## config.mk

```make
export PLATFORM = sky130hd
export DESIGN_NAME = circ_top
export DESIGN_NICKNAME = d
export VERILOG_FILES = /design/src/verilog/circ_sync2.v /design/src/verilog/circ_busoff_recovery.v /design/src/verilog/circ_top.v
export VERILOG_INCLUDE_DIRS = /design/src /design/src/verilog
export SDC_FILE = /design/constraint.sdc
export NUM_CORES = 1
export LEC_CHECK = 0
export BUFFER_PORTS_ARGS = -buffer_cell sky130_fd_sc_hd__buf_4
export CORE_MARGIN = 3
export CORE_UTILIZATION = 50
export DETAILED_ROUTE_END_ITERATION = 10
export PLACE_DENSITY = 0.81
export SYNTH_ARGS = -nofsm -noshare
export SYNTH_HDL_FRONTEND = slang
export SYNTH_HIERARCHICAL = 1
export SYNTH_SLANG_ARGS = --single-unit
```

## constraint.sdc

```tcl
create_clock -name clk -period 5.3 [get_ports clk]
set_input_delay 0.265 -clock clk [delete_from_list [all_inputs] [get_ports clk]]
set_output_delay 0.265 -clock clk [all_outputs]
set_load 0.05 [all_outputs]
```

## src/verilog/circ_defs.vh

```
// Constants for the CAN interrupt, mode handshake and bus-off recovery block.
// Assumes a 200 MHz bus clock and an 8-bit AXI4-Lite byte address.
`ifndef CIRC_DEFS_VH
`define CIRC_DEFS_VH

`define CIRC_CTRL0_OFS 8'h00
`define CIRC_CTRL1_OFS 8'h04
`define CIRC_RFLG_OFS 8'h08
`define CIRC_RIER_OFS 8'h0C
`define CIRC_TFLG_OFS 8'h10
`define CIRC_TIER_OFS 8'h14
`define CIRC_MISC_OFS 8'h18

`define CIRC_C0_INIT_REQUEST 0
`define CIRC_C0_SLEEP_REQUEST 1
`define CIRC_C0_BUS_WAKEUP_ENABLE 2
`define CIRC_C0_SLEEP_ACKNOWLEDGE 4
`define CIRC_C0_INIT_ACKNOWLEDGE 5
`define CIRC_C1_ENABLE 0
`define CIRC_C1_BUSOFF_RECOVERY_MODE 1
`define CIRC_RF_RXF 0
`define CIRC_RF_OVR 1
`define CIRC_RF_TRANSMIT_STATE_FIELD 2
`define CIRC_RF_RECEIVE_STATE_FIELD 4
`define CIRC_RF_CSC 6
`define CIRC_RF_WUP 7
`define CIRC_MISC_HOLD 0

`define CIRC_TXE_RST 3'h7
`define CIRC_WARN_LIMIT 8'h60
`define CIRC_PASSIVE_LIMIT 8'h80
`define CIRC_RECESSIVE_RUN 4'hB
`define CIRC_RECOVERY_RUNS 8'h80
`define CIRC_INIT_SYNC 3'h5
`define CIRC_RESP_OKAY 2'h0
`define CIRC_RESP_SLVERR 2'h2

`endif

```

## src/verilog/circ_sync2.v

```verilog
// Two-stage synchroniser for one asynchronous level.
// Assumes the input has no timing relation to clk.
`timescale 1ns/10ps
module circ_sync2 #(
    parameter RESET_VAL = 1'b1
) (
    input wire clk,
    input wire rst_n,
    input wire async_in,
    output wire sync_out
);
    reg meta_reg;
    reg sync_reg;

    always @(posedge clk) begin
        if (!rst_n) begin
            meta_reg <= RESET_VAL;
            sync_reg <= RESET_VAL;
        end else begin
            meta_reg <= async_in;
            sync_reg <= meta_reg;
        end
    end

    assign sync_out = sync_reg;
endmodule // circ_sync2

```

## src/verilog/circ_busoff_recovery.v

```verilog
// Bus-off recovery counter: runs of recessive bits, then a recovery pulse.
// Assumes bit_tick is a one-cycle pulse per sampled bit on the same clock.
`timescale 1ns/10ps
`include "circ_defs.vh"
module circ_busoff_recovery #(
    parameter [3:0] RUN_LEN = `CIRC_RECESSIVE_RUN,
    parameter [7:0] RUNS = `CIRC_RECOVERY_RUNS
) (
    input wire clk,
    input wire rst_n,
    input wire bus_off,
    input wire run_en,
    input wire bit_tick,
    input wire recessive,
    input wire user_mode,
    input wire hold,
    output wire recover
);
    reg [3:0] run_cnt_reg;
    reg [7:0] runs_cnt_reg;
    reg done_reg;
    reg fired_reg;
    reg recover_reg;

    always @(posedge clk) begin
        if (!rst_n || !bus_off) begin
            run_cnt_reg <= 4'h0;
            runs_cnt_reg <= 8'h00;
            done_reg <= 1'b0;
            fired_reg <= 1'b0;
            recover_reg <= 1'b0;
        end else begin
            // Counting halts in sleep: run_en is low while sleep is acknowledged
            if (run_en && bit_tick && !done_reg) begin
                if (!recessive) begin
                    run_cnt_reg <= 4'h0;
                end else if (run_cnt_reg == RUN_LEN - 4'h1) begin
                    run_cnt_reg <= 4'h0;
                    runs_cnt_reg <= runs_cnt_reg + 8'h01;
                    if (runs_cnt_reg == RUNS - 8'h01)
                        done_reg <= 1'b1;
                end else begin
                    run_cnt_reg <= run_cnt_reg + 4'h1;
                end
            end
            recover_reg <= 1'b0;
            if (done_reg && !fired_reg && (!user_mode || !hold)) begin
                recover_reg <= 1'b1;
                fired_reg <= 1'b1;
            end
        end
    end

    assign recover = recover_reg;
endmodule // circ_busoff_recovery

```

## src/verilog/circ_top.v

```verilog
// Interrupt flags, mode handshakes and bus-off recovery of a CAN controller.
// Assumes the frame engine runs on clk; only can_rx_pin is asynchronous.
`timescale 1ns/10ps
`include "circ_defs.vh"
module circ_top (
    input wire clk,
    input wire rst_n,
    input wire [7:0] s_axi_awaddr,
    input wire s_axi_awvalid,
    output wire s_axi_awready,
    input wire [31:0] s_axi_wdata,
    input wire [3:0] s_axi_wstrb,
    input wire s_axi_wvalid,
    output wire s_axi_wready,
    output wire [1:0] s_axi_bresp,
    output wire s_axi_bvalid,
    input wire s_axi_bready,
    input wire [7:0] s_axi_araddr,
    input wire s_axi_arvalid,
    output wire s_axi_arready,
    output wire [31:0] s_axi_rdata,
    output wire [1:0] s_axi_rresp,
    output wire s_axi_rvalid,
    input wire s_axi_rready,
    input wire bit_tick,
    input wire tx_active,
    input wire rx_active,
    input wire rx_msg_moved,
    input wire rx_overrun,
    input wire [2:0] tx_done,
    input wire [7:0] tx_err_cnt,
    input wire [7:0] rx_err_cnt,
    input wire bus_off,
    input wire engine_tx_bit,
    input wire can_rx_pin,
    output wire transmit_pin,
    output wire [2:0] tx_scheduled,
    output wire init_mode,
    output wire sleep_mode,
    output wire module_enable,
    output wire busoff_recover,
    output wire rx_shift_allow,
    output wire irq_wakeup,
    output wire irq_error,
    output wire irq_receive,
    output wire irq_transmit
);
    // Bus slave state
    reg aw_held_reg;
    reg [7:0] aw_addr_reg;
    reg w_held_reg;
    reg [7:0] w_data_reg;
    reg w_lane0_reg;
    reg bvalid_reg;
    reg [1:0] bresp_reg;
    reg rvalid_reg;
    reg [31:0] rdata_reg;
    reg [1:0] rresp_reg;
    // Control and status
    reg init_request_reg;
    reg init_acknowledge_reg;
    reg [2:0] init_cnt_reg;
    reg sleep_request_reg;
    reg sleep_acknowledge_reg;
    reg bus_wakeup_enable_reg;
    reg module_enable_reg;
    reg busoff_recovery_mode_reg;
    reg busoff_hold_reg;
    reg bus_off_q_reg;
    reg wakeup_flag_reg;
    reg status_change_flag_reg;
    reg overrun_flag_reg;
    reg receive_full_flag_reg;
    reg [1:0] transmit_state_field_reg;
    reg [1:0] receive_state_field_reg;
    reg wakeup_irq_enable_reg;
    reg status_change_irq_enable_reg;
    reg overrun_irq_enable_reg;
    reg receive_full_irq_enable_reg;
    reg [2:0] tx_buffer_empty_flag_reg;
    reg [2:0] tx_buffer_empty_irq_enable_reg;
    reg transmit_pin_reg;
    reg rx_prev_reg;
    reg [31:0] rd_next;

    wire rx_sync;
    wire wr_go;
    wire [7:0] wd;
    wire wake_event;
    wire engine_idle;
    wire [1:0] transmit_state_field_next;
    wire [1:0] receive_state_field_next;

    function addr_ok;
        input [7:0] a;
        begin
            addr_ok = (a == `CIRC_CTRL0_OFS) || (a == `CIRC_CTRL1_OFS) || (a == `CIRC_RFLG_OFS) ||
                (a == `CIRC_RIER_OFS) || (a == `CIRC_TFLG_OFS) || (a == `CIRC_TIER_OFS) ||
                (a == `CIRC_MISC_OFS);
        end
    endfunction

    // Bus state from an error counter: ok, warning, passive, bus-off
    function [1:0] err_state;
        input [7:0] cnt;
        input off;
        begin
            if (off)
                err_state = 2'h3;
            else if (cnt >= `CIRC_PASSIVE_LIMIT)
                err_state = 2'h2;
            else if (cnt >= `CIRC_WARN_LIMIT)
                err_state = 2'h1;
            else
                err_state = 2'h0;
        end
    endfunction

    function wsel;
        input [7:0] a;
        input [7:0] ofs;
        begin
            wsel = a == ofs;
        end
    endfunction

    circ_sync2 #(
        .RESET_VAL(1'b1)
    ) u_rx_sync (
        .clk(clk),
        .rst_n(rst_n),
        .async_in(can_rx_pin),
        .sync_out(rx_sync)
    );

    circ_busoff_recovery u_recovery (
        .clk(clk),
        .rst_n(rst_n),
        .bus_off(bus_off),
        .run_en(module_enable_reg & ~sleep_acknowledge_reg),
        .bit_tick(bit_tick),
        .recessive(rx_sync),
        .user_mode(busoff_recovery_mode_reg),
        .hold(busoff_hold_reg),
        .recover(busoff_recover)
    );

    // AXI4-Lite slave: one write and one read under way at a time
    assign s_axi_awready = ~aw_held_reg & ~bvalid_reg;
    assign s_axi_wready = ~w_held_reg & ~bvalid_reg;
    assign s_axi_bvalid = bvalid_reg;
    assign s_axi_bresp = bresp_reg;
    assign s_axi_arready = ~rvalid_reg;
    assign s_axi_rvalid = rvalid_reg;
    assign s_axi_rdata = rdata_reg;
    assign s_axi_rresp = rresp_reg;
    // All writable bits live in byte lane 0
    assign wr_go = aw_held_reg & w_held_reg & w_lane0_reg;
    assign wd = w_data_reg;

    always @(posedge clk) begin
        if (!rst_n) begin
            aw_held_reg <= 1'b0;
            aw_addr_reg <= 8'h00;
            w_held_reg <= 1'b0;
            w_data_reg <= 8'h00;
            w_lane0_reg <= 1'b0;
            bvalid_reg <= 1'b0;
            bresp_reg <= `CIRC_RESP_OKAY;
            rvalid_reg <= 1'b0;
            rdata_reg <= 32'h00000000;
            rresp_reg <= `CIRC_RESP_OKAY;
        end else begin
            if (s_axi_awvalid && s_axi_awready) begin
                aw_held_reg <= 1'b1;
                aw_addr_reg <= s_axi_awaddr;
            end
            if (s_axi_wvalid && s_axi_wready) begin
                w_held_reg <= 1'b1;
                w_data_reg <= s_axi_wdata[7:0];
                w_lane0_reg <= s_axi_wstrb[0];
            end
            if (aw_held_reg && w_held_reg) begin
                aw_held_reg <= 1'b0;
                w_held_reg <= 1'b0;
                bvalid_reg <= 1'b1;
                bresp_reg <= addr_ok(aw_addr_reg) ? `CIRC_RESP_OKAY : `CIRC_RESP_SLVERR;
            end else if (bvalid_reg && s_axi_bready) begin
                bvalid_reg <= 1'b0;
            end
            if (s_axi_arvalid && !rvalid_reg) begin
                rvalid_reg <= 1'b1;
                rdata_reg <= rd_next;
                rresp_reg <= addr_ok(s_axi_araddr) ? `CIRC_RESP_OKAY : `CIRC_RESP_SLVERR;
            end else if (rvalid_reg && s_axi_rready) begin
                rvalid_reg <= 1'b0;
            end
        end
    end

    always @* begin
        rd_next = 32'h00000000;
        case (s_axi_araddr)
            `CIRC_CTRL0_OFS: begin
                rd_next[`CIRC_C0_INIT_REQUEST] = init_request_reg;
                rd_next[`CIRC_C0_SLEEP_REQUEST] = sleep_request_reg;
                rd_next[`CIRC_C0_BUS_WAKEUP_ENABLE] = bus_wakeup_enable_reg;
                rd_next[`CIRC_C0_SLEEP_ACKNOWLEDGE] = sleep_acknowledge_reg;
                rd_next[`CIRC_C0_INIT_ACKNOWLEDGE] = init_acknowledge_reg;
            end
            `CIRC_CTRL1_OFS: begin
                rd_next[`CIRC_C1_ENABLE] = module_enable_reg;
                rd_next[`CIRC_C1_BUSOFF_RECOVERY_MODE] = busoff_recovery_mode_reg;
            end
            `CIRC_RFLG_OFS: begin
                rd_next[`CIRC_RF_RXF] = receive_full_flag_reg;
                rd_next[`CIRC_RF_OVR] = overrun_flag_reg;
                rd_next[`CIRC_RF_TRANSMIT_STATE_FIELD+1:`CIRC_RF_TRANSMIT_STATE_FIELD] = transmit_state_field_reg;
                rd_next[`CIRC_RF_RECEIVE_STATE_FIELD+1:`CIRC_RF_RECEIVE_STATE_FIELD] = receive_state_field_reg;
                rd_next[`CIRC_RF_CSC] = status_change_flag_reg;
                rd_next[`CIRC_RF_WUP] = wakeup_flag_reg;
            end
            `CIRC_RIER_OFS: begin
                rd_next[`CIRC_RF_RXF] = receive_full_irq_enable_reg;
                rd_next[`CIRC_RF_OVR] = overrun_irq_enable_reg;
                rd_next[`CIRC_RF_CSC] = status_change_irq_enable_reg;
                rd_next[`CIRC_RF_WUP] = wakeup_irq_enable_reg;
            end
            `CIRC_TFLG_OFS: rd_next[2:0] = tx_buffer_empty_flag_reg;
            `CIRC_TIER_OFS: rd_next[2:0] = tx_buffer_empty_irq_enable_reg;
            `CIRC_MISC_OFS: rd_next[`CIRC_MISC_HOLD] = busoff_hold_reg;
            default: rd_next = 32'h00000000;
        endcase
    end

    // Bus activity only counts with wake-up enabled; otherwise only a write clearing sleep request ends sleep
    assign wake_event = sleep_acknowledge_reg & bus_wakeup_enable_reg & rx_prev_reg & ~rx_sync;
    assign engine_idle = ~tx_active & ~rx_active;
    assign transmit_state_field_next = err_state(tx_err_cnt, bus_off);
    assign receive_state_field_next = err_state(rx_err_cnt, bus_off);

    // Mode handshakes
    always @(posedge clk) begin
        if (!rst_n) begin
            init_request_reg <= 1'b1;
            init_acknowledge_reg <= 1'b0;
            init_cnt_reg <= 3'h0;
            sleep_request_reg <= 1'b0;
            sleep_acknowledge_reg <= 1'b0;
            bus_wakeup_enable_reg <= 1'b0;
            module_enable_reg <= 1'b0;
            busoff_recovery_mode_reg <= 1'b0;
            rx_prev_reg <= 1'b1;
            transmit_pin_reg <= 1'b1;
        end else begin
            rx_prev_reg <= rx_sync;
            if (wr_go && wsel(aw_addr_reg, `CIRC_CTRL1_OFS)) begin
                module_enable_reg <= wd[`CIRC_C1_ENABLE];
                if (init_acknowledge_reg)
                    busoff_recovery_mode_reg <= wd[`CIRC_C1_BUSOFF_RECOVERY_MODE];
            end
            if (wr_go && wsel(aw_addr_reg, `CIRC_CTRL0_OFS)) begin
                bus_wakeup_enable_reg <= wd[`CIRC_C0_BUS_WAKEUP_ENABLE];
                if (wd[`CIRC_C0_INIT_REQUEST])
                    init_request_reg <= 1'b1;
                else if (init_acknowledge_reg)
                    init_request_reg <= 1'b0;
            end
            // Request passes the synchronising stages before the ack shows
            if (!init_request_reg) begin
                init_cnt_reg <= 3'h0;
                init_acknowledge_reg <= 1'b0;
            end else if (init_cnt_reg != `CIRC_INIT_SYNC) begin
                init_cnt_reg <= init_cnt_reg + 3'h1;
            end else if (engine_idle) begin
                init_acknowledge_reg <= 1'b1;
            end
            if (wake_event) begin
                sleep_request_reg <= 1'b0;
                sleep_acknowledge_reg <= 1'b0;
            end else begin
                if (wr_go && wsel(aw_addr_reg, `CIRC_CTRL0_OFS)) begin
                    if (wd[`CIRC_C0_SLEEP_REQUEST])
                        sleep_request_reg <= 1'b1;
                    else if (sleep_acknowledge_reg)
                        sleep_request_reg <= 1'b0;
                end
                if (!sleep_request_reg)
                    sleep_acknowledge_reg <= 1'b0;
                else if (engine_idle && (&tx_buffer_empty_flag_reg))
                    sleep_acknowledge_reg <= 1'b1;
            end
            // Pin is forced recessive whenever the engine is stopped
            transmit_pin_reg <= (init_request_reg | sleep_acknowledge_reg | ~module_enable_reg) ? 1'b1 :
                engine_tx_bit;
        end
    end

    // Flags: set wins over a write-one clear in the same cycle
    always @(posedge clk) begin
        if (!rst_n || init_acknowledge_reg) begin
            wakeup_flag_reg <= 1'b0;
            status_change_flag_reg <= 1'b0;
            overrun_flag_reg <= 1'b0;
            receive_full_flag_reg <= 1'b0;
            transmit_state_field_reg <= 2'h0;
            receive_state_field_reg <= 2'h0;
            wakeup_irq_enable_reg <= 1'b0;
            status_change_irq_enable_reg <= 1'b0;
            overrun_irq_enable_reg <= 1'b0;
            receive_full_irq_enable_reg <= 1'b0;
            tx_buffer_empty_flag_reg <= `CIRC_TXE_RST;
            tx_buffer_empty_irq_enable_reg <= 3'h0;
        end else begin
            if (wr_go && wsel(aw_addr_reg, `CIRC_RFLG_OFS)) begin
                if (wd[`CIRC_RF_WUP])
                    wakeup_flag_reg <= 1'b0;
                if (wd[`CIRC_RF_CSC])
                    status_change_flag_reg <= 1'b0;
                if (wd[`CIRC_RF_OVR])
                    overrun_flag_reg <= 1'b0;
                if (wd[`CIRC_RF_RXF])
                    receive_full_flag_reg <= 1'b0;
            end
            if (wr_go && wsel(aw_addr_reg, `CIRC_RIER_OFS)) begin
                wakeup_irq_enable_reg <= wd[`CIRC_RF_WUP];
                status_change_irq_enable_reg <= wd[`CIRC_RF_CSC];
                overrun_irq_enable_reg <= wd[`CIRC_RF_OVR];
                receive_full_irq_enable_reg <= wd[`CIRC_RF_RXF];
            end
            if (wr_go && wsel(aw_addr_reg, `CIRC_TIER_OFS))
                tx_buffer_empty_irq_enable_reg <= wd[2:0];
            // Clearing an empty flag hands that buffer to the transmitter
            if (wr_go && wsel(aw_addr_reg, `CIRC_TFLG_OFS))
                tx_buffer_empty_flag_reg <= (tx_buffer_empty_flag_reg & ~wd[2:0]) | tx_done;
            else
                tx_buffer_empty_flag_reg <= tx_buffer_empty_flag_reg | tx_done;
            if (wake_event)
                wakeup_flag_reg <= 1'b1;
            if (rx_overrun)
                overrun_flag_reg <= 1'b1;
            if (rx_msg_moved && !sleep_acknowledge_reg)
                receive_full_flag_reg <= 1'b1;
            transmit_state_field_reg <= transmit_state_field_next;
            receive_state_field_reg <= receive_state_field_next;
            if (transmit_state_field_next != transmit_state_field_reg || receive_state_field_next != receive_state_field_reg)
                status_change_flag_reg <= 1'b1;
        end
    end

    // User hold arms on entry to bus-off; software clears it by writing one
    always @(posedge clk) begin
        if (!rst_n) begin
            busoff_hold_reg <= 1'b0;
            bus_off_q_reg <= 1'b0;
        end else begin
            bus_off_q_reg <= bus_off;
            if (bus_off && !bus_off_q_reg && busoff_recovery_mode_reg)
                busoff_hold_reg <= 1'b1;
            else if (wr_go && wsel(aw_addr_reg, `CIRC_MISC_OFS) && wd[`CIRC_MISC_HOLD])
                busoff_hold_reg <= 1'b0;
        end
    end

    // Next frame moves forward only after receive-full is cleared, not in sleep
    assign rx_shift_allow = ~sleep_acknowledge_reg & ~receive_full_flag_reg;
    assign tx_scheduled = ~tx_buffer_empty_flag_reg;
    assign init_mode = init_request_reg;
    assign sleep_mode = sleep_acknowledge_reg;
    assign module_enable = module_enable_reg;
    assign transmit_pin = transmit_pin_reg;
    // Levels held as long as an enabled flag is set
    assign irq_wakeup = wakeup_flag_reg & wakeup_irq_enable_reg;
    assign irq_error = (status_change_flag_reg & status_change_irq_enable_reg) |
        (overrun_flag_reg & overrun_irq_enable_reg);
    assign irq_receive = receive_full_flag_reg & receive_full_irq_enable_reg;
    assign irq_transmit = |(tx_buffer_empty_flag_reg & tx_buffer_empty_irq_enable_reg);
endmodule // circ_top

```

; Yosys cells after proc, flatten, opt, wreduce, memory -nomap -nowiden
; Index checks and enable logic that the tools add are counted.
[word_totals]
reg_bits = 82
in_bits = 86
output_inout_bits = 54
wordCells = 220
[op_classes]
addsub = 3
n_lt_le_gt_ge = 4
n_eq_ne = 17
mux = 40
bitwise_logic = 36
reduce_logical = 79
[op_table]
columns = operator, n
row1 = $eq A8 B5 Y1 const B, 6
row2 = $eq A8 B4 Y1 const B, 4
row3 = $mux W1, 26
row4 = $reduce_bool A2 Y1, 13
row5 = $logic_and A1 B1 Y1, 22
row6 = $reduce_and A2 Y1, 9
row7 = $eq A8 B3 Y1 const B, 2
row8 = $ge A8 B7 Y1 const B, 2
row9 = $ge A8 B8 Y1 const B, 2
row10 = $logic_not A8 Y1, 2
row11 = $logic_or A1 B1 Y1, 16
row12 = $and A1 B1 Y1, 14
row13 = $not A1 Y1, 13
row14 = $mux W2, 6
row15 = $logic_not A1 Y1, 9
row16 = $add A8 B1 Y8 const B, 1
row17 = $eq A8 B7 Y1 const B, 1
row18 = $mux W4, 2
row19 = $pmux W2 S2, 2
row20 = $pmux W1 S7, 1
row21 = $and A3 B3 Y3, 2
row22 = $not A3 Y3, 2
row23 = $or A3 B3 Y3, 2
row24 = $pmux W1 S6, 1
row25 = other kinds (12), 19

; Longest topological paths before layout
; Gate-level depths: netlist of run 1.
[logic_depth]
depth_word = 8
depth_mapped = 5
mapped_depth_nobuf = 5

; Modules after synthesis
; The synthesis of run 1 kept the hierarchy.
[by_module_without_submodules]
columns = mod, instances, cells_per_inst, area_per_inst_um2, seq_area_each_um2
row1 = circ_top, 1, 333, 3040.4, 1201.2
row2 = circ_busoff_recovery, 1, 86, 759.5, 300.3
row3 = circ_sync2, 1, 4, 52.6, 40.0

; Worst setup path after synthesis of run 1
; No wires, ideal clock.
[synth_timing]
path_type = register -> register
from = reg bvalid_reg, in the netlist s_axi_bvalid
to = reg w_data_reg[0]
setup_ps = 116
arrival_ps = 2032
required_ps = 5184
path_slack_ps = 3152
stages_incl_launch_ff = 6
path_buffers = 1
synth_period_minus_slack_ps = 2148
path_cell_list = dfxtp_1 nor2_1 and2_1 clkbuf_1 mux2i_1 nor2b_1
[synth_via]
elab_chain_len = 3
[synth_rtl]
columns = item, line_no
row1 = start: declaration, circ_top.v:54  ; reg bvalid_reg;
row2 = start signal: assignment, circ_top.v:168  ; bvalid_reg <= 1'b0;
row3 = start signal: assignment, circ_top.v:186  ; bvalid_reg <= 1'b1;
row4 = start signal: assignment, circ_top.v:189  ; bvalid_reg <= 1'b0;
row5 = $not A1 Y1, circ_top.v:150  ; assign s_axi_wready = ~w_held_reg & ~bvalid_reg;
row6 = $and A1 B1 Y1, circ_top.v:150
row7 = via s_axi_wready, circ_top.v:14  ; output wire s_axi_wready,
row8 = $logic_and A1 B1 Y1, circ_top.v:178  ; if (s_axi_wvalid && s_axi_wready) begin
row9 = end signal: assignment, circ_top.v:180  ; w_data_reg <= s_axi_wdata[7:0];
row10 = end: declaration, circ_top.v:52  ; reg [7:0] w_data_reg;
; The timed path passes the listed nets, and every way through them passes these cells.
; A chain may end at the register's enable or synchronous reset.

==> summary.md, run 1 <==
| Metric | Value |
|---|---|
| Area fraction in compound gates after synthesis | 0.1306 |
| Share of the cycle needed by the critical path after routing | 0.3996 |
| Share of final-layout standard cells stronger than drive strength 1 | 0.2150 |
| CTS max path bufs | 2 |
| Cell area power density | between 200 and 300 mW/mm2 |
| Pin count of the biggest net entering global routing | 46 |
| Routed wire length | ~9000 um |
| Arrival @ worst endpoint | roughly 2.4 ns |
| Startpoint of the lowest-slack register-to-register path | sleep_mode |
| Origin of the worst setup path | sleep_mode |
| Area delta synth->final | 18.58% |
| Final Max Slew Viols | 0 |
| Number of rows created at floorplan | 31 |
| Height of the die | 93.78 um |
| Most common cell in the synthesized netlist | dfxtp_1 |
| Fraction of registers with async set/reset | 0 |
| Share of the synthesized area in the top cell type | 0.4001 |
| Clock tree from TritonCTS | done |
| Critical Path Start Type | register |
| Post-cts hold buffer count | 0 |
| Starting utilization of the core area | 0.5228 |
| Library cell used as clock root buffer | clkbuf_8 |
| Cells after synthesis | 423 |
| Count of cells resized by post-cts repair | 0 |
| Critical path data required time | approximately 5.6 ns |
| Post-DRT Antenna Nets | 0 |
| Wire length of the first global-routing pass | around 15000 um |
| Family of cells with the greatest summed delay on the critical path | simple AND/OR/NAND/NOR gates |
| Slew margin rel. | 0.4868 |
| Global placer's final weighted congestion | 0.8682 |
| Class of the tightest hold or removal check | in -> reg |
| Area of the mapped netlist | 0.003852 mm2 |
| Vias per cell | 5.466 |
| Dominant combinational cell family by area after synthesis | simple AND/OR/NAND/NOR gates |
| Synth warn | 6 |
| Cell types occupying the most area after synthesis | dfxtp_1, mux2i_1, buf_4 |
| Post-Synth XOR/XNOR Area | 0.006820 |
| Kind of critical path | reg -> reg |
| Fin Setup TNS | 0 ns |
| Depth of the CTS H-tree | 3 |
| Number of buffers created by CTS | 9 |
| Die X | 93.78 um |
| Status | finished clean |
| Final Hold Viols | 0 |
| Std-Cell Core Area | 0.007370 mm2 |
| Min setup slack post-route | roughly 3.2 ns |
| Max-cap viol count | 0 |
| Adder-Cell Fraction of Synth Area | 0.01624 |
| Total Nets Final | between 500 and 600 |
| Worst Path Buf+Inv | 0 |
| Post-route design area | ~0.0046 mm2 |
| Finish-stage setup viols | 0 |
| Cell-by-cell listing of the critical path | nor2b_1 -> nand4b_1 -> or4_1 -> a21oi_1 |
| Number of different library cells in the post-synthesis netlist | 61 |
| Cell types with the highest counts after synthesis | dfxtp_1, nand2_1, nor2_1, buf_4, mux2i_1 |
| Setup repair bufs after CTS | 0 |
| Most used flip-flop cell after synthesis | dfxtp_1 |
| Critical path fanouts, max | 14 |
| Placement Setup Slack | about 3.3 ns |
| Setup repair after global routing missed its margin | no |
| Post-synth EDFFs | 0 |
| DP Cell Count | roughly 580 |
| Synthesis-stage register bit count | 77 |
| Cell area reported after detailed placement | roughly 0.0043 mm2 |
| Fmax | about 0.47 GHz |
| Worst stage delay on the critical path | 0.64 ns |
| Mux share of post-synthesis cell area | 0.07665 |
| Post-DP HPWL | roughly 6500 um |
| Final Non-Filler Cells | around 600 |
| IO Port Bufs | 73 |
| Initial antenna violation count | 0 |
| Worst Min Path Start | tx_done[1] |
| Worst Skew | between 0.01 and 0.015 ns |
| Clock latency on the worst-skew pair | around 0.36 ns |
| Worst Setup End Kind | register |
| Top-level I/O count | 140 |
| Cell type with the highest aggregate area in the netlist | dfxtp_1 |
| Detailed Routing Iterations Pass 1 | 4 |
| Area of the die | roughly 0.0088 mm2 |
| Via count of the routed design | roughly 3.2k |
| Leak pwr | approximately 1.8 nW |
| Average detailed-routed wire length per instance | 15.16 um |
| Slew at the pin closest to its max-slew limit | roughly 0.76 ns |
| Crit path time final | ~2.1 ns |
| Slowest cell on the critical path | or4_1 |
| Clock transition at the registers of the reported paths | approximately 0.080 ns |
| Share of synthesized area occupied by flip-flops and latches | 0.4001 |
| Mean area per synthesized cell | ~9.1 um2 |
| Number of violations reported at the end of detailed-routing iteration 0 | 156 |
| GRT overflow | 0 |
| Synth Area in Simple Gates | 0.2884 |
| Total track usage | 0.2112 |
| Vias in the first global route | between 3k and 4k |
| Worst ir drop on vdd | 0.1581 mV |
| N_diodes | 0 |
| Number of remaining DRC errors | 0 |
| Number of sinks handled by clock tree synthesis | 77 |
power by group:
part / switching, mW / internal, mW
Clock: 0.210 / 0.290
Combinational: 0.116 / 0.0629
Sequential: 0.0230 / 0.597
worst reg2reg max path, cell delays in order (launching register included):
cell	delay, ns
dfxtp_1	0.40
nor2b_1	0.36
nand4b_1	0.49
or4_1	0.65
a21oi_1	0.15
metrics by stage:
stage / hold WS [ns] / utilization / total power [mW]
2_1_floorplan: 0.3380 / - / 0.7725
3_3_place_gp: 0.3952 / 0.5893 / 0.8063
3_5_place_dp: 0.4014 / 0.5893 / 0.8114
4_1_cts: 0.08955 / 0.6199 / 1.308
5_1_grt: 0.09902 / 0.6199 / 1.350
6_report: 0.09878 / 0.6199 / 1.298
per-layer routing:
| layer | wire length (um) | vias to the layer above | GRT usage |
|---|---|---|---|
| met5 | 0 | - | 0 |
| met1 | 3966 | 1532 | 0.2739 |
| li1 | - | 1589 | - |
| met2 | 4198 | 101 | 0.3353 |
| met3 | 630 | 14 | 0.05609 |
| met4 | 178 | 0 | 0.08063 |
final timing paths:
kind,to,slack (ns),cells after the start
setup / recovery,u_recovery/runs_cnt_reg[6],3.18,4
hold / removal,tx_buffer_empty_flag_reg[1],0.1,2
setup reg to reg,u_recovery/runs_cnt_reg[6],3.18,4
hold reg to reg,u_recovery/recover,0.42,1
cell type report:
type,instances,area (um2)
tap,99,123.9
multi-input combinational,318,2096
timing repair buffer,73,548.0
clock inverter,4,70.07
inverter,9,33.78
sequential,77,1541
fill,639,2801
clock buffer,12,155.1
cells by family after synthesis:
kind of cell,after synthesis
adders and majority gates,5
other,1
AOI/OAI and AO/OA,72
DFF,77
xor gates and xnor gates,3
and+or+nand+nor,185
buffers and inverters,53
muxes,27
cell usage in the layout (no fill, tap or decap), drive strengths merged, types with 9 or more instances in the layout:
cell / n
and2: 11
nand2b: 14
nand2: 49
buf: 73
mux2i: 25
dfxtp: 77
clkbuf: 12
nand3: 12
conb: 26
a21boi: 12
a21oi: 22
nor2b: 13
nor2: 31
inv: 9
Power figures use the tool's default switching activity.
==> run 2, diff against run 1 <==
clock period = 2.2 ns   (was 5.3 ns; I/O delays follow)
==> run 2 against run 1 <==
- final cell count increased by 1.9%
- wire length decreased by 4.3%
- die area unchanged
- sequential power increased by 140%
- maximum frequency increased by 16%
- design area increased by 0.96%
- via count decreased by 0.80%
- global-route usage decreased by 1.0 points
- core utilization increased by 0.59 points
- first-iteration DRC count decreased by 4.5%
- sequential share of layout area decreased by 0.32 points
- non-clock buffer count increased by 11
==> summary.md, run 2 (synthesized netlist as in run 1, its figures left out) <==
| Metric | Value |
|---|---|
| Number of sinks handled by clock tree synthesis | 77 (unchanged) |
| Post-DRT Antenna Nets | 0 (unchanged) |
| Depth of the CTS H-tree | 3 (unchanged) |
| Routed wire length | 8591 um (-4.3%) |
| Fin Setup TNS | 0 ns (unchanged) |
| Count of cells resized by post-cts repair | 0 (unchanged) |
| N_diodes | 0 (unchanged) |
| Cell area reported after detailed placement | 0.004380 mm2 (+0.86%) |
| Fmax | 0.5459 GHz (+16%) |
| Setup repair after global routing missed its margin | no |
| Arrival @ worst endpoint | 2.05 ns (-0.35 ns) |
| Critical Path Start Type | register |
| Slowest cell on the critical path | or4_4 |
| Top library cells by usage in the layout, fill and taps aside | buf_4, dfxtp_1, nand2_1, nor2_1, conb_1 |
| IO Port Bufs | 73 (unchanged) |
| Height of the die | 93.78 um (unchanged) |
| Status | finished clean |
| Average detailed-routed wire length per instance | 14.25 um (-6.0%) |
| Filler cell count in the final layout | 645 (+0.94%) |
| Max-cap viol count | 0 (unchanged) |
| Vias per cell | 5.323 (-2.6%) |
| Top-level I/O count | 140 (unchanged) |
| Vias in the first global route | 3013 (-1.6%) |
| Global placer's final weighted congestion | 0.8885 (+2.3%) |
| Worst stage delay on the critical path | 0.59 ns (-0.05 ns) |
| Share of final-layout standard cells stronger than drive strength 1 | 0.2143 (-0.0007244) |
| Critical path data required time | 2.41 ns (-3.17 ns) |
| Library cell used as clock root buffer | clkbuf_8 |
| Via count of the routed design | 3210 (-0.80%) |
| Die X | 93.78 um (unchanged) |
| Share of the cycle needed by the critical path after routing | 0.8327 (+0.4331) |
| Number of remaining DRC errors | 0 (unchanged) |
| Worst Skew | 0.008244 ns (-0.003901 ns) |
| Clock transition at the registers of the reported paths | 0.08 ns (about the same) |
| Total Nets Final | 590 (+1.9%) |
| Pin count of the biggest net entering global routing | 46 (unchanged) |
| Worst Setup End Kind | register |
| Area delta synth->final | 19.71% |
| Finish-stage setup viols | 0 (unchanged) |
| Clock latency on the worst-skew pair | 0.33 ns (-0.03 ns) |
| Wire length of the first global-routing pass | 14130 um (-3.6%) |
| Clock tree from TritonCTS | done |
| Internal reg-to-reg setup slack | 0.37 ns (-2.81 ns) |
| Most common cell after layout, fill and taps aside | buf_4 |
| Worst ir drop on vdd | 0.3324 mV (+110%) |
| Final Hold Viols | 0 (unchanged) |
| Final Max Slew Viols | 0 (unchanged) |
| Post-route design area | 0.004612 mm2 (+0.96%) |
| Total track usage | 0.2013 (-0.009953) |
| Power after layout | 2.887 mW (+120%) |
| Class of the tightest hold or removal check | in -> reg |
| Cell area power density | 626.1 mW/mm2 (+120%) |
| Slew at the pin closest to its max-slew limit | 0.6020 ns (-0.1571 ns) |
| Std-Cell Core Area | 0.007370 mm2 (unchanged) |
| Critical path fanouts, max | 6 (-8) |
| Post-DP HPWL | 6462 um (-0.99%) |
| Area of the die | 0.008794 mm2 (unchanged) |
| CTS max path bufs | 2 (unchanged) |
| GRT overflow | 0 (unchanged) |
| Leak pwr | 1.851 nW (+1.1%) |
| Kind of critical path | reg -> reg |
| Number of violations reported at the end of detailed-routing iteration 0 | 149 (-4.5%) |
| Number of buffers created by CTS | 9 (unchanged) |
| Initial antenna violation count | 0 (unchanged) |
| Slew margin rel. | 0.5981 (+0.1113) |
| Number of rows created at floorplan | 31 (unchanged) |
| Cell-by-cell listing of the critical path | or4_4 -> nor4_4 -> a21oi_1 -> or3_1 |
| Starting utilization of the core area | 0.5228 (unchanged) |
| Crit path time final | 1.832 ns (-0.2859 ns) |
| Detailed Routing Iterations Pass 1 | 4 (unchanged) |
-- run 2: changes by cell type in the layout (fill, tap and decap cells not counted) --
| cell | previous run | this run |
|---|---|---|
| bufinv_16 | 2 | 0 |
| dlygate4sd3_1 | 0 | 6 |
| buf_4 | 73 | 78 |
| clkbuf_1 | 1 | 4 |
| clkinv_2 | 2 | 1 |
-- run 2: layout make-up --
cell class / count / area (um2) / share of cell area
Timing Repair Buffer: 84 / 645.6 / 0.1400
Multi-Input combinational cell: 318 / 2096 / 0.4544
Sequential cell: 77 / 1541 / 0.3342
Clock inverter: 1 / 5.005 / 0.001085
Tap cell: 99 / 123.9 / 0.02686
Inverter: 9 / 33.78 / 0.007325
Clock buffer: 15 / 166.4 / 0.03608
-- run 2: worst max-delay path, delay by kind of cell (launching register included) --
kind,cells,cell delay [ns]
AND/OR/NAND/NOR,3,1.23
flip-flops,1,0.36
AO/OA/AOI/OAI,1,0.11
-- run 2: metal layers --
metal	global-route usage	wire length [um]	part of all wire
met2	0.3122	4005	0.47
met4	0.07461	119	0.014
met5	0	0	0
met1	0.2725	3900	0.45
met3	0.04647	566	0.066
-- run 2: stage by stage --
step | worst slack, ns | hold WS, ns | cells | utilization
after floorplan | 0.05207 | 0.1830 | 448 | -
after global placement | 0.4146 | 0.2968 | 581 | 0.5944
after detailed placement | 0.3783 | 0.2972 | 581 | 0.5944
after CTS | 0.3521 | 0.007294 | 603 | 0.6258
after global routing | 0.2361 | 0.007283 | 603 | 0.6258
final | 0.3681 | 0.01480 | 603 | 0.6258
-- run 2: repair_timing --
action	4_1_cts	5_1_grt
setup endpoints to repair	0	0
hold endpoints to repair	6	0
setup buffers	0	0
hold buffers	6	0
-- run 2: power breakdown --
group	internal (mW)	switching, mW
combinational	0.163	0.279
sequential	1.44	0.0545
clock	0.473	0.481
total	2.07	0.814
-- run 2: final timing paths --
check / depth (start not counted) / start / end
worst min register to register: 1 / u_rx_sync/meta_reg / u_rx_sync/sync_out
worst min-delay path: 2 / s_axi_arvalid / s_axi_rvalid
worst max register to register: 4 / aw_addr_reg[0] / tx_buffer_empty_flag_reg[0]
worst max-delay path: 4 / aw_addr_reg[0] / tx_buffer_empty_flag_reg[0]
==> run 3, diff against run 2 <==
CORE_UTILIZATION = 45   (was 50)
PLACE_DENSITY = 0.77   (was 0.81)
clock period = 1.5 ns   (was 2.2 ns; I/O delays follow)
==> run 3 against run 2 <==
- the flow now finishes with violations (negative setup slack)
- final cell count up 9.3%
- sequential power up 46%
- sequential share of layout area down 3.5 points
- design area up 13%
- combinational power up 72%
- clock skew up 0.0041 ns
- flip-flop and latch count unchanged
- worst setup slack worse by 0.56 ns
- first-iteration DRC count down 21%
- critical path depth unchanged
- non-clock buffer count up 50
- clock power up 49%
- critical endpoint is now bus_wakeup_enable_reg
- largest cell class unchanged
==> summary.md, run 3 (synthesized netlist as in run 1, its figures left out) <==
| Metric | Value |
|---|---|
| Status | finished, violations left |
| Violated checks | negative setup slack |
| Detailed Routing Iterations Pass 1 | 5 (+1) |
| Average detailed-routed wire length per instance | 15.30 um (+7.4%) |
| Clock network fraction of total power | 0.325 (-0.005) |
| GRT overflow | 0 (unchanged) |
| Top library cells by usage in the layout, fill and taps aside | buf_4, dfxtp_1, nand2_1, nor2_1, conb_1 |
| Worst reg2reg path endpoint | bus_wakeup_enable_reg |
| Routed wire length | 10080 um (+17%) |
| Origin of the worst setup path | aw_addr_reg[0] |
| Via count of the routed design | 3538 (+10%) |
| Most common cell after layout, fill and taps aside | buf_4 |
| Combinational Power Share | 0.174 (+0.021) |
| IO Port Bufs | 73 (unchanged) |
| Power Internal | 3.064 mW (+48%) |
| R2R depth | 4 (unchanged) |
| Min setup slack post-route | -0.1945 ns (-0.5626 ns) |
| Vias per cell | 5.369 (+0.85%) |
| Initial antenna violation count | 0 (unchanged) |
| Worst ir drop on vdd | 0.6644 mV (+100%) |
| Slowest cell on the critical path | or4_4 |
| Post-DP HPWL | 7450 um (+15%) |
| Clock latency on the worst-skew pair | 0.35 ns (+0.02 ns) |
| Die X | 98.53 um (+5.1%) |
| Share of power burned in registers | 0.500 (-0.017) |
| Setup repair after global routing missed its margin | yes |
| Net load switching power | 1.295 mW (+59%) |
| Area delta synth->final | 35.30% |
| Kind of critical path | reg -> reg |
| Share of final-layout standard cells stronger than drive strength 1 | 0.3105 (+0.09618) |
| Worst stage delay on the critical path | 0.57 ns (-0.02 ns) |
| Worst Min Path Start | s_axi_wdata[2] |
| Area of the die | 0.009707 mm2 (+10%) |
| Pin count of the biggest net entering global routing | 28 (-39%) |
| Internal reg-to-reg setup slack | -0.19 ns (-0.56 ns) |
| Startpoint of the lowest-slack register-to-register path | aw_addr_reg[0] |
| Clock tree from TritonCTS | done |
| Std-Cell Core Area | 0.008258 mm2 (+12%) |
| Stages on worst setup path | 4 (unchanged) |
| Depth of the CTS H-tree | 3 (unchanged) |
| Post-DRT Antenna Nets | 0 (unchanged) |
| Max-cap viol count | 0 (unchanged) |
| Leak pwr | 2.163 nW (+17%) |
| N_diodes | 0 (unchanged) |
| Number of violations reported at the end of detailed-routing iteration 0 | 118 (-21%) |
| Class of the tightest hold or removal check | in -> reg |
| Number of remaining DRC errors | 0 (unchanged) |
| Cell area power density | 836.4 mW/mm2 (+34%) |
| Fin Setup TNS | -1.985 ns (-1.985 ns) |
| Worst Skew | 0.01237 ns (+0.004124 ns) |
| Slew margin rel. | 0.6101 (+0.01193) |
| Critical path data required time | 1.74 ns (-0.67 ns) |
| Hold_ws | 0.003134 ns (-0.01166 ns) |
| Critical path fanouts, max | 5 (-1) |
| Family of cells with the greatest summed delay on the critical path | simple AND/OR/NAND/NOR gates |
| Total track usage | 0.2036 (+0.002305) |
| Top-level I/O count | 140 (unchanged) |
| Global placer's final weighted congestion | 0.8590 (-3.3%) |
| Vias in the first global route | 3383 (+12%) |
| Worst setup endpoint | bus_wakeup_enable_reg |
| Total Nets Final | 640 (+8.5%) |
| Worst Path Buf+Inv | 0 (unchanged) |
| Number of buffers created by CTS | 9 (unchanged) |
| Fmax | 0.5901 GHz (+8.1%) |
| Wire length of the first global-routing pass | 16130 um (+14%) |
| Starting utilization of the core area | 0.4665 (-0.05624) |
| Number of sinks handled by clock tree synthesis | 77 (unchanged) |
| Slew at the pin closest to its max-slew limit | 0.5841 ns (-0.01787 ns) |
| Power after layout | 4.360 mW (+51%) |
| Arrival @ worst endpoint | 1.93 ns (-0.12 ns) |
| Final Max Slew Viols | 0 (unchanged) |
| Cell-by-cell listing of the critical path | or4_4 -> nor4_4 -> mux2i_1 -> nor2b_1 |
| Crit path time final | 1.694 ns (-0.1374 ns) |
| CTS max path bufs | 2 (unchanged) |
| Clock transition at the registers of the reported paths | 0.08 ns (about the same) |
| Share of the cycle needed by the critical path after routing | 1.130 (+0.2970) |
| Final Hold Viols | 0 (unchanged) |
| Height of the die | 98.53 um (+5.1%) |
| Finish-stage setup viols | 16 (+16) |
| Worst Setup End Kind | register |
| Library cell used as clock root buffer | clkbuf_8 |
| Critical Path Start Type | register |
| Number of rows created at floorplan | 33 (+6.5%) |
| Switching part of the total power | 0.2971 (+0.01524) |
run 3: worst min-delay path by stage:
stage,to,slack [ns],depth (start not counted)
after CTS,u_rx_sync/sync_out,0.001,2
after floorplan,u_rx_sync/meta_reg,0.15,1
after global routing,w_data_reg[2],0.004,3
final,w_data_reg[2],0.003,3
after global placement,u_rx_sync/meta_reg,0.26,2
after detailed placement,u_rx_sync/meta_reg,0.26,2
run 3: worst min-delay path, delay by kind of cell:
kind	cells	cell delay [ns]
mux	1	0.06
simple gates	1	0.10
buf+inv	1	0.08
run 3: metal layers:
layer / vias up / global-route usage / wire (um)
met5: - / 0 / 0
met1: 1690 / 0.2561 / 4332
li1: 1714 / - / -
met4: 0 / 0.06828 / 190
met3: 14 / 0.04742 / 529
met2: 120 / 0.3443 / 5032
run 3: final cells by class:
cell class / count / area [um2]
Clock inverter: 5 / 35.03
Clock buffer: 11 / 141.4
Inverter: 9 / 37.54
Timing Repair Buffer: 134 / 1080
Fill cell: 687 / 3045
Multi-Input combinational cell: 318 / 2230
Tap cell: 105 / 131.4
Sequential cell: 77 / 1558
run 3: per-stage QoR:
| step | instances | cell area, um2 | util | setup slack [ns] |
|---|---|---|---|---|
| 2_1_floorplan | 448 | 4009 | - | -0.1178 |
| 3_3_place_gp | 621 | 4698 | 0.5689 | -0.2011 |
| 3_5_place_dp | 621 | 4698 | 0.5689 | -0.2240 |
| 4_1_cts | 658 | 5140 | 0.6224 | -0.1899 |
| 5_1_grt | 659 | 5213 | 0.6312 | -0.2521 |
| 6_report | 659 | 5213 | 0.6312 | -0.1945 |
run 3: power groups by stage:
stage	Combinational [mW]	Clock (mW)	Sequential, mW
finish	0.760	1.42	2.18
global route	0.813	1.53	2.19
CTS	0.755	1.44	2.18
floorplan	0.507	0	2.23
detailed placement	0.699	0	2.23
global placement	0.684	0	2.22
run 3: repair_timing:
action                     CTS  global route
hold endpoints to repair    20             1
gates resized for setup     13            16
pin swaps                   17             9
buffers inserted             0             1
setup endpoints to repair   28            28
hold buffers                21             1
